[src/rtl/ctr_pwm_pkg.sv]
// Constants, register map and state types for the counter/PWM command unit
package ctr_pwm_pkg;
  localparam int unsigned ADDR_W = 8;
  localparam logic [7:0] ADDR_CTR_CMD = 8'h00;
  localparam logic [7:0] ADDR_PWM_CMD = 8'h04;
  localparam logic [7:0] ADDR_DATA    = 8'h08;
  localparam logic [7:0] ADDR_LATCH0  = 8'h0c;
  localparam logic [7:0] ADDR_LATCH1  = 8'h10;
  localparam logic [7:0] ADDR_STATUS  = 8'h14;
  localparam logic [1:0] RESP_OKAY    = 2'h0;
  localparam logic [1:0] RESP_SLVERR  = 2'h2;
  // Command word fields
  localparam int unsigned CMD_CODE_LSB = 0;
  localparam int unsigned CMD_OPT_LSB  = 4;
  localparam int unsigned CMD_SEL_LSB  = 8;
  // Status fields
  localparam int unsigned ST_CTR_RUN   = 0;
  localparam int unsigned ST_LATCH_PND = 4;
  localparam int unsigned ST_PWM_RUN   = 8;
  // Counter command codes
  localparam logic [3:0] CC_CLEAR  = 4'h0;
  localparam logic [3:0] CC_LOAD   = 4'h1;
  localparam logic [3:0] CC_DIR    = 4'h2;
  localparam logic [3:0] CC_GATE   = 4'h3;
  localparam logic [3:0] CC_ENABLE = 4'h4;
  localparam logic [3:0] CC_LATCH  = 4'h5;
  localparam logic [3:0] CC_CLKSRC = 4'h6;
  localparam logic [3:0] CC_AUTORL = 4'h7;
  localparam logic [3:0] CC_OUTPUT = 4'h8;
  localparam logic [3:0] CC_RESET  = 4'hf;
  localparam logic [7:0] SEL_ALL   = 8'hff;
  // Counter clock options
  localparam logic [1:0] CLK_EXT  = 2'h0;
  localparam logic [1:0] CLK_F50  = 2'h2;
  localparam logic [1:0] CLK_F1   = 2'h3;
  // PWM command codes
  localparam logic [3:0] PC_STOP   = 4'h0;
  localparam logic [3:0] PC_LOAD   = 4'h1;
  localparam logic [3:0] PC_POL    = 4'h2;
  localparam logic [3:0] PC_PULSE  = 4'h3;
  localparam logic [3:0] PC_RESET  = 4'h4;
  localparam logic [3:0] PC_ROUTE  = 4'h5;
  localparam logic [3:0] PC_CLKSRC = 4'h6;
  localparam logic [3:0] PC_START  = 4'h7;
  // Port F bit of counter 0; counter 1 sits one above
  localparam int unsigned CTR_PIN_BASE = 2;
  // Timing
  localparam int unsigned CLK_HZ  = 50_000_000;
  localparam int unsigned SLOW_HZ = 1_000_000;
  localparam int unsigned SLOW_DIV = CLK_HZ / SLOW_HZ;
  localparam logic [5:0] SLOW_LAST = 6'(SLOW_DIV - 1);

  typedef struct packed {
    logic [31:0] count;
    logic [31:0] reload;
    logic [31:0] latched;
    logic [1:0]  clk_sel;
    logic        down;
    logic        gate_en;
    logic        run;
    logic        auto_rl;
    logic        out_en;
    logic        out_pol;
    logic        latch_pend;
    logic        ext_q;
  } ctr_t;

  typedef struct packed {
    logic [31:0] period;
    logic [31:0] duty;
    logic [31:0] pcnt;
    logic [31:0] dcnt;
    logic        pol;
    logic        pulse_en;
    logic        route_en;
    logic        slow;
    logic        run;
  } pwm_t;

  typedef struct packed {
    logic [3:0] own;
    logic [3:0] oe;
    logic [3:0] out;
  } dio_ovr_t;

  typedef struct packed {
    ctr_t [1:0]  ctr;
    pwm_t [3:0]  pwm;
    logic [31:0] data;
    logic [5:0]  div;
    logic        slow_tick;
    logic        aw_got;
    logic        w_got;
    logic [7:0]  waddr;
    logic [31:0] wdata;
    logic [3:0]  wstrb;
    logic        bvalid;
    logic [1:0]  bresp;
    logic        rvalid;
    logic [31:0] rdata;
    logic [1:0]  rresp;
    dio_ovr_t    dio;
  } state_t;
endpackage

[src/rtl/ctr_pwm_unit.sv]
// Counter/timer and PWM command unit with AXI4-Lite register access
`timescale 1ns/1ns
`default_nettype none
module ctr_pwm_unit
  import ctr_pwm_pkg::*;
(
  // Clock and reset
  input  wire logic              aclk,
  input  wire logic              aresetn,
  // AXI4-Lite write address
  input  wire logic [ADDR_W-1:0] awaddr,
  input  wire logic              awvalid,
  output logic                   awready,
  // AXI4-Lite write data
  input  wire logic [31:0]       wdata,
  input  wire logic [3:0]        wstrb,
  input  wire logic              wvalid,
  output logic                   wready,
  // AXI4-Lite write response
  output logic [1:0]             bresp,
  output logic                   bvalid,
  input  wire logic              bready,
  // AXI4-Lite read
  input  wire logic [ADDR_W-1:0] araddr,
  input  wire logic              arvalid,
  output logic                   arready,
  output logic [31:0]            rdata,
  output logic [1:0]             rresp,
  output logic                   rvalid,
  input  wire logic              rready,
  // Port F pins and counter gates
  input  wire logic [3:0]        dio_in,
  input  wire logic [1:0]        ext_gate,
  output dio_ovr_t               dio_ovr
);

  state_t      st_ff;
  state_t      nxt_st;
  logic        exec_ctr;
  logic        exec_pwm;
  logic [3:0]  cmd_code;
  logic [3:0]  cmd_opt;
  logic [7:0]  cmd_sel;
  logic [1:0]  ctr_tick;
  logic [1:0]  ctr_reloading;
  logic [3:0]  pwm_lvl;

  function automatic logic addr_ok(input logic [7:0] a);
    return a inside {ADDR_CTR_CMD, ADDR_PWM_CMD, ADDR_DATA, ADDR_LATCH0, ADDR_LATCH1,
                     ADDR_STATUS};
  endfunction

  function automatic logic clk_tick(input logic [1:0] sel, input logic fall,
                                    input logic slow);
    logic t;
    t = 1'b0;
    if (sel == CLK_EXT)
    begin
      t = fall;
    end
    else if (sel == CLK_F50)
    begin
      t = 1'b1;
    end
    else if (sel == CLK_F1)
    begin
      t = slow;
    end
    return t;
  endfunction

  assign awready = !st_ff.aw_got && !st_ff.bvalid;
  assign wready  = !st_ff.w_got && !st_ff.bvalid;
  assign arready = !st_ff.rvalid;
  assign bvalid  = st_ff.bvalid;
  assign bresp   = st_ff.bresp;
  assign rvalid  = st_ff.rvalid;
  assign rdata   = st_ff.rdata;
  assign rresp   = st_ff.rresp;
  assign dio_ovr = st_ff.dio;

  always_comb
  begin
    nxt_st = st_ff;
    // Command decode: taken once both halves of a write are held
    exec_ctr = st_ff.aw_got && st_ff.w_got && !st_ff.bvalid && st_ff.wstrb[0]
               && st_ff.waddr == ADDR_CTR_CMD;
    exec_pwm = st_ff.aw_got && st_ff.w_got && !st_ff.bvalid && st_ff.wstrb[0]
               && st_ff.waddr == ADDR_PWM_CMD;
    cmd_code = st_ff.wdata[CMD_CODE_LSB +: 4];
    cmd_opt  = st_ff.wdata[CMD_OPT_LSB +: 4];
    cmd_sel  = st_ff.wdata[CMD_SEL_LSB +: 8];

    // 1 MHz tick from the 50 MHz clock
    nxt_st.slow_tick = (st_ff.div == SLOW_LAST);
    nxt_st.div = (st_ff.div == SLOW_LAST) ? 6'h00 : st_ff.div + 6'h01;

    // Write channel
    if (awvalid && awready)
    begin
      nxt_st.aw_got = 1'b1;
      nxt_st.waddr  = awaddr;
    end
    if (wvalid && wready)
    begin
      nxt_st.w_got = 1'b1;
      nxt_st.wdata = wdata;
      nxt_st.wstrb = wstrb;
    end
    if (st_ff.aw_got && st_ff.w_got && !st_ff.bvalid)
    begin
      nxt_st.aw_got = 1'b0;
      nxt_st.w_got  = 1'b0;
      nxt_st.bvalid = 1'b1;
      nxt_st.bresp  = addr_ok(st_ff.waddr) ? RESP_OKAY : RESP_SLVERR;
      if (st_ff.waddr == ADDR_DATA)
      begin
        for (int b = 0; b < 4; b++)
        begin
          if (st_ff.wstrb[b])
          begin
            nxt_st.data[8*b +: 8] = st_ff.wdata[8*b +: 8];
          end
        end
      end
    end
    if (st_ff.bvalid && bready)
    begin
      nxt_st.bvalid = 1'b0;
    end

    // Read channel
    if (arvalid && arready)
    begin
      nxt_st.rvalid = 1'b1;
      nxt_st.rresp  = addr_ok(araddr) ? RESP_OKAY : RESP_SLVERR;
      nxt_st.rdata  = 32'h0000_0000;
      unique case (araddr)
        ADDR_DATA:   nxt_st.rdata = st_ff.data;
        ADDR_LATCH0: nxt_st.rdata = st_ff.ctr[0].latched;
        ADDR_LATCH1: nxt_st.rdata = st_ff.ctr[1].latched;
        ADDR_STATUS:
        begin
          for (int i = 0; i < 2; i++)
          begin
            nxt_st.rdata[ST_CTR_RUN + i]   = st_ff.ctr[i].run;
            nxt_st.rdata[ST_LATCH_PND + i] = st_ff.ctr[i].latch_pend;
          end
          for (int p = 0; p < 4; p++)
          begin
            nxt_st.rdata[ST_PWM_RUN + p] = st_ff.pwm[p].run;
          end
        end
        default: nxt_st.rdata = 32'h0000_0000;
      endcase
    end
    else if (st_ff.rvalid && rready)
    begin
      nxt_st.rvalid = 1'b0;
    end

    // Counters
    for (int i = 0; i < 2; i++)
    begin
      nxt_st.ctr[i].ext_q = dio_in[CTR_PIN_BASE + i];
      // External clock is active low: count on the falling edge
      ctr_tick[i] = clk_tick(st_ff.ctr[i].clk_sel,
                             st_ff.ctr[i].ext_q && !dio_in[CTR_PIN_BASE + i],
                             st_ff.slow_tick)
                    && (!st_ff.ctr[i].gate_en || ext_gate[i]);
      ctr_reloading[i] = st_ff.ctr[i].run && st_ff.ctr[i].down && st_ff.ctr[i].auto_rl
                         && st_ff.ctr[i].count == 32'h0000_0001;
      if (st_ff.ctr[i].run && ctr_tick[i])
      begin
        if (!st_ff.ctr[i].down)
        begin
          nxt_st.ctr[i].count = st_ff.ctr[i].count + 32'h0000_0001;
        end
        else if (st_ff.ctr[i].count == 32'h0000_0001 && st_ff.ctr[i].auto_rl)
        begin
          nxt_st.ctr[i].count = st_ff.ctr[i].reload;
        end
        else if (st_ff.ctr[i].count <= 32'h0000_0001)
        begin
          nxt_st.ctr[i].count = 32'h0000_0000;
          nxt_st.ctr[i].run   = 1'b0;
        end
        else
        begin
          nxt_st.ctr[i].count = st_ff.ctr[i].count - 32'h0000_0001;
        end
      end
      // Deferred latch
      if (st_ff.ctr[i].latch_pend && !ctr_reloading[i])
      begin
        nxt_st.ctr[i].latched    = st_ff.ctr[i].count;
        nxt_st.ctr[i].latch_pend = 1'b0;
      end
      if (exec_ctr && (cmd_sel == 8'(i) || (cmd_code == CC_RESET && cmd_sel == SEL_ALL)))
      begin
        unique case (cmd_code)
          CC_CLEAR:  nxt_st.ctr[i].count = st_ff.ctr[i].down ? st_ff.ctr[i].reload
                                                              : 32'h0000_0000;
          CC_LOAD:
          begin
            nxt_st.ctr[i].reload = st_ff.data;
            nxt_st.ctr[i].count  = st_ff.data;
          end
          CC_DIR:    nxt_st.ctr[i].down    = cmd_opt[0];
          CC_GATE:   nxt_st.ctr[i].gate_en = cmd_opt[0];
          CC_ENABLE: nxt_st.ctr[i].run     = cmd_opt[0];
          CC_LATCH:  nxt_st.ctr[i].latch_pend = 1'b1;
          CC_CLKSRC: nxt_st.ctr[i].clk_sel = cmd_opt[1:0];
          CC_AUTORL: nxt_st.ctr[i].auto_rl = cmd_opt[0];
          CC_OUTPUT:
          begin
            nxt_st.ctr[i].out_en  = 1'b1;
            nxt_st.ctr[i].out_pol = cmd_opt[0];
          end
          CC_RESET:  nxt_st.ctr[i] = '0;
          default: ;
        endcase
      end
    end

    // PWMs
    for (int p = 0; p < 4; p++)
    begin
      pwm_lvl[p] = (st_ff.pwm[p].pulse_en && st_ff.pwm[p].run
                    && st_ff.pwm[p].dcnt != 32'h0000_0000)
                   ? !st_ff.pwm[p].pol : st_ff.pwm[p].pol;
      if (st_ff.pwm[p].run && (!st_ff.pwm[p].slow || st_ff.slow_tick))
      begin
        if (st_ff.pwm[p].pcnt <= 32'h0000_0001)
        begin
          nxt_st.pwm[p].pcnt = st_ff.pwm[p].period;
          nxt_st.pwm[p].dcnt = st_ff.pwm[p].duty;
        end
        else
        begin
          nxt_st.pwm[p].pcnt = st_ff.pwm[p].pcnt - 32'h0000_0001;
          if (st_ff.pwm[p].dcnt != 32'h0000_0000)
          begin
            nxt_st.pwm[p].dcnt = st_ff.pwm[p].dcnt - 32'h0000_0001;
          end
        end
      end
      if (exec_pwm)
      begin
        unique case (cmd_code)
          PC_STOP:
          begin
            if (!cmd_opt[0] || cmd_sel[1:0] == 2'(p))
            begin
              nxt_st.pwm[p].run  = 1'b0;
              nxt_st.pwm[p].pcnt = st_ff.pwm[p].period;
              nxt_st.pwm[p].dcnt = st_ff.pwm[p].duty;
            end
          end
          PC_LOAD:
          begin
            if (cmd_sel[1:0] == 2'(p))
            begin
              if (cmd_opt[0])
              begin
                nxt_st.pwm[p].duty = st_ff.data;
              end
              else
              begin
                nxt_st.pwm[p].period = st_ff.data;
              end
            end
          end
          PC_POL:    if (cmd_sel[1:0] == 2'(p)) nxt_st.pwm[p].pol = cmd_opt[0];
          PC_PULSE:  if (cmd_sel[1:0] == 2'(p)) nxt_st.pwm[p].pulse_en = cmd_opt[0];
          PC_RESET:  if (cmd_opt[0] || cmd_sel[1:0] == 2'(p)) nxt_st.pwm[p] = '0;
          PC_ROUTE:  if (cmd_sel[1:0] == 2'(p)) nxt_st.pwm[p].route_en = cmd_opt[0];
          PC_CLKSRC: if (cmd_sel[1:0] == 2'(p)) nxt_st.pwm[p].slow = cmd_opt[0];
          PC_START:
          begin
            if ((cmd_opt[0] || cmd_sel[1:0] == 2'(p)) && !st_ff.pwm[p].run)
            begin
              nxt_st.pwm[p].run  = 1'b1;
              nxt_st.pwm[p].pcnt = st_ff.pwm[p].period;
              nxt_st.pwm[p].dcnt = st_ff.pwm[p].duty;
            end
          end
          default: ;
        endcase
      end
      // Pin override: PWM first, counters take bits 2 and 3 over it
      nxt_st.dio.own[p] = st_ff.pwm[p].route_en;
      nxt_st.dio.oe[p]  = st_ff.pwm[p].route_en;
      nxt_st.dio.out[p] = st_ff.pwm[p].route_en && pwm_lvl[p];
    end
    for (int i = 0; i < 2; i++)
    begin
      if (st_ff.ctr[i].run && st_ff.ctr[i].clk_sel == CLK_EXT)
      begin
        nxt_st.dio.own[CTR_PIN_BASE + i] = 1'b1;
        nxt_st.dio.oe[CTR_PIN_BASE + i]  = 1'b0;
        nxt_st.dio.out[CTR_PIN_BASE + i] = 1'b0;
      end
      else if (st_ff.ctr[i].out_en)
      begin
        nxt_st.dio.own[CTR_PIN_BASE + i] = 1'b1;
        nxt_st.dio.oe[CTR_PIN_BASE + i]  = 1'b1;
        // Pulse is the last count of each down period
        nxt_st.dio.out[CTR_PIN_BASE + i] =
          (st_ff.ctr[i].run && st_ff.ctr[i].down && st_ff.ctr[i].count == 32'h0000_0001)
          ? !st_ff.ctr[i].out_pol : st_ff.ctr[i].out_pol;
      end
    end
  end

  always_ff @(posedge aclk)
  begin
    if (!aresetn)
    begin
      st_ff <= '0;
    end
    else
    begin
      st_ff <= nxt_st;
    end
  end
endmodule
`default_nettype wire

[config.mk]
export PLATFORM = sky130hd
export DESIGN_NAME = ctr_pwm_unit
export DESIGN_NICKNAME = d
export VERILOG_FILES = /design/src/rtl/ctr_pwm_pkg.sv /design/src/rtl/ctr_pwm_unit.sv
export SDC_FILE = /design/constraint.sdc
export NUM_CORES = 2
export LEC_CHECK = 0
export BUFFER_PORTS_ARGS = -buffer_cell sky130_fd_sc_hd__buf_4
export CORE_ASPECT_RATIO = 0.75
export CORE_MARGIN = 5
export CORE_UTILIZATION = 45
export DETAILED_ROUTE_END_ITERATION = 8
export PLACE_DENSITY = 0.6
export SYNTH_ARGS = -nofsm -noshare
export SYNTH_HDL_FRONTEND = slang
export SYNTH_SLANG_ARGS = --single-unit
[constraint.sdc]
create_clock -name aclk -period 3.8 [get_ports aclk]
set_input_delay 0.38 -clock aclk [delete_from_list [all_inputs] [get_ports aclk]]
set_output_delay 0.38 -clock aclk [all_outputs]
set_load 0.05 [all_outputs]
Word-level counts from Yosys, hierarchy flattened
Cells that the tools add are included.

word-level totals
  input port bits = 65
  output and inout bits = 53
  register bits = 879

operators by class
  muxes and demuxes = 142
  order comparisons = 6
  bitwise logic cells = 1
  $add $sub $neg = 13
  equal/unequal tests = 65
  reductions and logical operators = 171

operators with widths
  kind                     number
  $mux W64                 20
  $pmux W64 S3             4
  $mux W32                 20
  $mux W133                4
  $pmux W64 S2             4
  $sub A32 B1 Y32 const B  10
  $mux W69                 4
  $mux W106                2
  $le A32 B1 Y1 const B    6
  $pmux W32 S3             2
  $reduce_bool A32 Y1      4
  $ne A2 B2 Y1 const B     34
  $add A32 B1 Y32 const B  2
  $eq A32 B1 Y1 const B    2
  $pmux W32 S2             1
  $reduce_and A4 Y1        16
  $pmux W20 S3             1
  $reduce_and A5 Y1        12
  $logic_and A1 B1 Y1      55
  $pmux W1 S2              23
  $mux W1                  44
  $eq A8 B4 Y1 const B     4
  $eq A8 B5 Y1 const B     4
  $logic_not A1 Y1         25
  28 further kinds         95

Longest topological paths before layout
  depth in word-level cells = 9
  depth in mapped cells = 13
  depth with buffers taken out = 10

Worst setup path before layout
No wires, ideal clock.

  kind = register to register
  start = reg st_ff[465] (netlist name)
  end = reg st_ff[420] (netlist name)
  slack = 870 ps
  library setup time = 124 ps
  stages on the path, launching flop included = 12
  arrival = 2806 ps
  buffers on the path = 4
  path through = dfxtp_1 -> or4_1 -> buf_2 -> or4_1 -> buf_2 -> or4_1 -> clkbuf_1 -> buf_2 -> a21o_1 -> a31oi_1 -> nand2_1 -> o2bb2ai_1

between the ends
  word-level cells in the longest chain between the ends = 6

ends and longest elaborated chain
  item                              RTL line             RTL
  from (decl)                       ctr_pwm_unit.sv:37   state_t st_ff;
  from (signal assigned)            ctr_pwm_unit.sv:324  st_ff <= nxt_st;
  $le A32 B1 Y1 *                   ctr_pwm_unit.sv:234  if (st_ff.pwm[p].pcnt <= 32'h0000_0001)
  $mux W64 *                        ctr_pwm_unit.sv:234
  $mux W64 *                        ctr_pwm_unit.sv:232  if (st_ff.pwm[p].run && (!st_ff.pwm[p].slow || st_ff.slow_tick))
  $mux W64 (tied with other cells)  ctr_pwm_unit.sv:281  if ((cmd_opt[0] || cmd_sel[1:0] == 2'(p)) && !st_ff.pwm[p].run)
  $pmux W64 S3                      ctr_pwm_unit.sv:250  unique case (cmd_code)
  $mux W69 *                        ctr_pwm_unit.sv:248  if (exec_pwm)

Every way passes the cells marked *; elsewhere a longest branch is shown, timed or not. The select of a mux whose other input is x is not followed.
A chain may end at the register's enable or synchronous reset.

Final worst setup path
  start = reg st_ff[86] (netlist name)
  end = reg st_ff[569] (netlist name)

between the ends
  word-level cells in the longest chain between the ends = 3

ends and longest elaborated chain
  item                 RTL line             RTL
  $eq A8 B3 Y1         ctr_pwm_unit.sv:89   && st_ff.waddr == ADDR_PWM_CMD;
  $logic_and A1 B1 Y1  ctr_pwm_unit.sv:89
  $mux W69             ctr_pwm_unit.sv:248

Every way passes these cells.

==> results.sh <==
export IMPL_avgSynthCellArea_um2=7.12
export IMPL_p_clk_share_pct=49.4
export IMPL_synthesis_area_mm2=0.0485
export IMPL_cts_root_buffer="clkbuf_16"
export IMPL_io_pins=118
export IMPL_leakagePower_uw=0.0203
export IMPL_fin_crit_ns=3.51
export IMPL_stdcell_area_mm2=0.0550
export IMPL_cts_htree_levels=3
export IMPL_hold_buffers=41
export IMPL_synth_edf_count=0
export IMPL_first_global_vias=46774
export IMPL_hold_ws_ns=0.0688
export IMPL_tightest_slew_ns=1.18
export IMPL_cts_resized=0
export IMPL_die_area_mm2=0.115
export IMPL_drive_gt1_share_pct=9.57
export IMPL_power_uw=21100
export IMPL_p_comb_share_pct=6.6
export IMPL_ir_drop_v=0.000347
export IMPL_ant_nets=0
export IMPL_rsz0062_at_grt="false"
export IMPL_antenna_found_initial=5
export IMPL_cts_tree="built"
export IMPL_crit_family="simple AND/OR/NAND/NOR gates"
export IMPL_num_rows=104
export IMPL_netlist_top_cells_count="a21oi_1, nand2_1, nor2_1"
export IMPL_yosys_cell_count_top_type="a21oi_1"
export IMPL_hold_viol_final=0
export IMPL_crit_path_end_kind="flop"
export IMPL_ys_top_cells_by_area="dfxtp_1, a21oi_1, nand2_1"
export IMPL_critPathSlowestCell="or4_1"
export IMPL_drt_initial_drc_count=6792
export IMPL_yosysTopAreaCellShare_pct=36.1
export IMPL_p_sw_share_pct=25.3
export IMPL_seq_area_frac_synth_pct=36.1
export IMPL_gr_total_overflow=0
export IMPL_ys_types=89
export IMPL_die_w_um=389
export IMPL_sequentialPowerShare_pct=43.9
export IMPL_hpwl_mm=131
export IMPL_max_freq_mhz=285
export IMPL_synth_top_area_cell="dfxtp_1"
export IMPL_clock_skew_ns=0.0380
export IMPL_crit_type="flop to flop"
export IMPL_power_density_mw_per_mm2=384
export IMPL_fin_nets=6798
export IMPL_groute_usage_overall_pct=32.8
export IMPL_firstDrtPassIters=6
export IMPL_coreArea_mm2=0.107
export IMPL_relSlewSlack_pct=20.7
export IMPL_cp_cell_sequence="or4_1 -> or4_1 -> nor2_1 -> nand3_1 -> buf_4 -> nor2_1 -> o21ai_0 -> a32oi_1 -> a21oi_1"
export IMPL_ys_flop_type="dfxtp_1"
export IMPL_cpPeakStageDelay_ns=0.76
export IMPL_place_area_mm2=0.0511
export IMPL_critPathLaunchType="flop"
export IMPL_outcome="finished, final reports clean"
export IMPL_grt_max_degree=169
export IMPL_drv_cap=0
export IMPL_area_growth_pct=13.3
export IMPL_cp_num_buf_inv=1
export IMPL_yosys_warnings=0
export IMPL_die_h_um=294
export IMPL_place_congestion=0.946
export IMPL_p_int_uw=15800
export IMPL_post_cts_setup_buffers=0
export IMPL_fin_tns_setup_ns=0
export IMPL_wire_per_inst_um=24.0
export IMPL_clk_latency_ns=0.72
export IMPL_switching_power_uw=5340
export IMPL_cts_buffers=95
export IMPL_timing_final_crit_share_pct=92.2
export IMPL_worst_ep_arrival_time_ns=4.05
export IMPL_drt_vias_per_instance=6.39
export IMPL_num_vias=52539
export IMPL_required_ns=4.35
export IMPL_final_max_slew_viol_count=0
export IMPL_setup_violations=0
export IMPL_clkTransAtPathRegs_ns=0.06
export IMPL_syn_inst=6812
export IMPL_cp_max_fo=8
export IMPL_hold_path_class="primary input to flop"
export IMPL_clock_path_buffers=3
export IMPL_cts_sinks=875
export IMPL_post_route_util_pct=51.3
export IMPL_synth_async_reset_ratio_pct=0
export IMPL_start_util_pct=45.3
export IMPL_drc_errors=0
export IMPL_port_buffers=113
export IMPL_ys_ff_latch=875
export IMPL_grt_pass1_wl_mm=296
export IMPL_wl_mm=197
-- final timing paths --
check / startpoint / end / slack (ns) / depth (start not counted)
worst max-delay path: st_ff[86]$_SDFFE_PN0P_ / st_ff[569]$_SDFF_PN0_ / 0.29 / 9
worst min-delay path: wdata[3] / cmd_code[3]$_SDFFE_PN0P_ / 0.07 / 3
worst max register to register: st_ff[86]$_SDFFE_PN0P_ / st_ff[569]$_SDFF_PN0_ / 0.29 / 9
worst min register to register: st_ff[812]$_SDFF_PN0_ / st_ff[812]$_SDFF_PN0_ / 0.45 / 2
-- layer usage --
metal	part of all wire (%)	vias up	GRT usage, %	wire (um)
li1	-	24215	-	-
met1	46	25038	50.2	89900
met2	39	2919	44.4	76600
met3	12	367	8.46	24500
met4	3.2	0	10.3	6360
met5	0	-	0	0
-- stage by stage --
stage,std cells,setup slack [ns]
floorplan,6813,0.870
global placement,8006,0.431
detailed placement,8006,0.411
CTS,8225,0.394
global route,8225,0.160
finish,8227,0.295
-- worst reg2reg max path: cells and delay by family, from the launching register on --
| family | cells | cell delay [ns] |
|---|---|---|
| AND/OR/NAND/NOR | 5 | 2.40 |
| AO/OA/AOI/OAI | 3 | 0.37 |
| flip-flops | 1 | 0.31 |
| buffers and inverters | 1 | 0.28 |
-- final cells by class --
| type | count | area, um^2 |
|---|---|---|
| diodes | 2 | 5.00 |
| clock buffers | 124 | 2640 |
| clock inverters | 54 | 821 |
| fillers | 10573 | 52200 |
| inverters | 91 | 349 |
| multi-input cells | 5225 | 28300 |
| flip-flops and latches | 875 | 17500 |
| well taps | 1431 | 1790 |
| repair buffers | 425 | 3570 |
-- cell usage in the layout (no fill, tap or decap), types with 20 or more instances in the layout --
cell | Yosys | routed
or4_1 | 49 | 47
nand2b_1 | 29 | 29
mux2i_1 | 27 | 27
o221ai_1 | 23 | 23
o22ai_1 | 85 | 85
nand4_1 | 69 | 69
buf_4 | 48 | 362
or2_2 | 27 | 29
o21a_1 | 25 | 25
inv_1 | 89 | 89
a221oi_1 | 81 | 81
nand3_1 | 272 | 272
o2bb2ai_1 | 34 | 34
a21o_1 | 130 | 130
and2_1 | 32 | 31
a31oi_1 | 63 | 63
nor2_1 | 896 | 893
ha_1 | 20 | 20
a221o_1 | 21 | 21
clkbuf_16 | 0 | 95
or3_1 | 94 | 93
xor2_1 | 58 | 58
buf_12 | 0 | 22
dfxtp_1 | 875 | 875
xnor2_1 | 68 | 68
and3_1 | 28 | 28
o211ai_1 | 31 | 31
dlygate4sd3_1 | 0 | 41
a211oi_1 | 62 | 62
o31ai_1 | 28 | 28
nand2_1 | 912 | 909
nor3_1 | 214 | 210
a21oi_1 | 946 | 944
o21ai_0 | 377 | 376
a22oi_1 | 99 | 99
nor4_1 | 110 | 107
-- kinds of logic after synthesis --
| group | share of synthesized area [%] |
|---|---|
| compound gates | 27.8 |
| mux | 0.742 |
| flops | 36.1 |
| simple gates | 26.6 |
| buf+inv | 5.96 |
| other cells | 0.00773 |
| xor+xnor | 2.27 |
| fa+ha+maj | 0.516 |
-- registers in the layout, indices dropped and copies added (netlist names) --
name / cells
cmd_code: 4
nxt_st: 2
st_ff: 811
rvalid: 1
rdata: 32
cmd_sel: 8
dio_ovr: 10
cmd_opt: 4
bvalid: 1
rresp: 1
bresp: 1
-- power groups by stage --
stage	sequential [uW]	clock [uW]	combinational, uW
final	9280	10400	1400
after detailed placement	9480	0	1310
after CTS	9280	10500	1350
after global routing	9280	10900	1480
after floorplan	9460	0	791
after global placement	9480	0	1310
No activity file was read; power rests on OpenSTA's default activity.
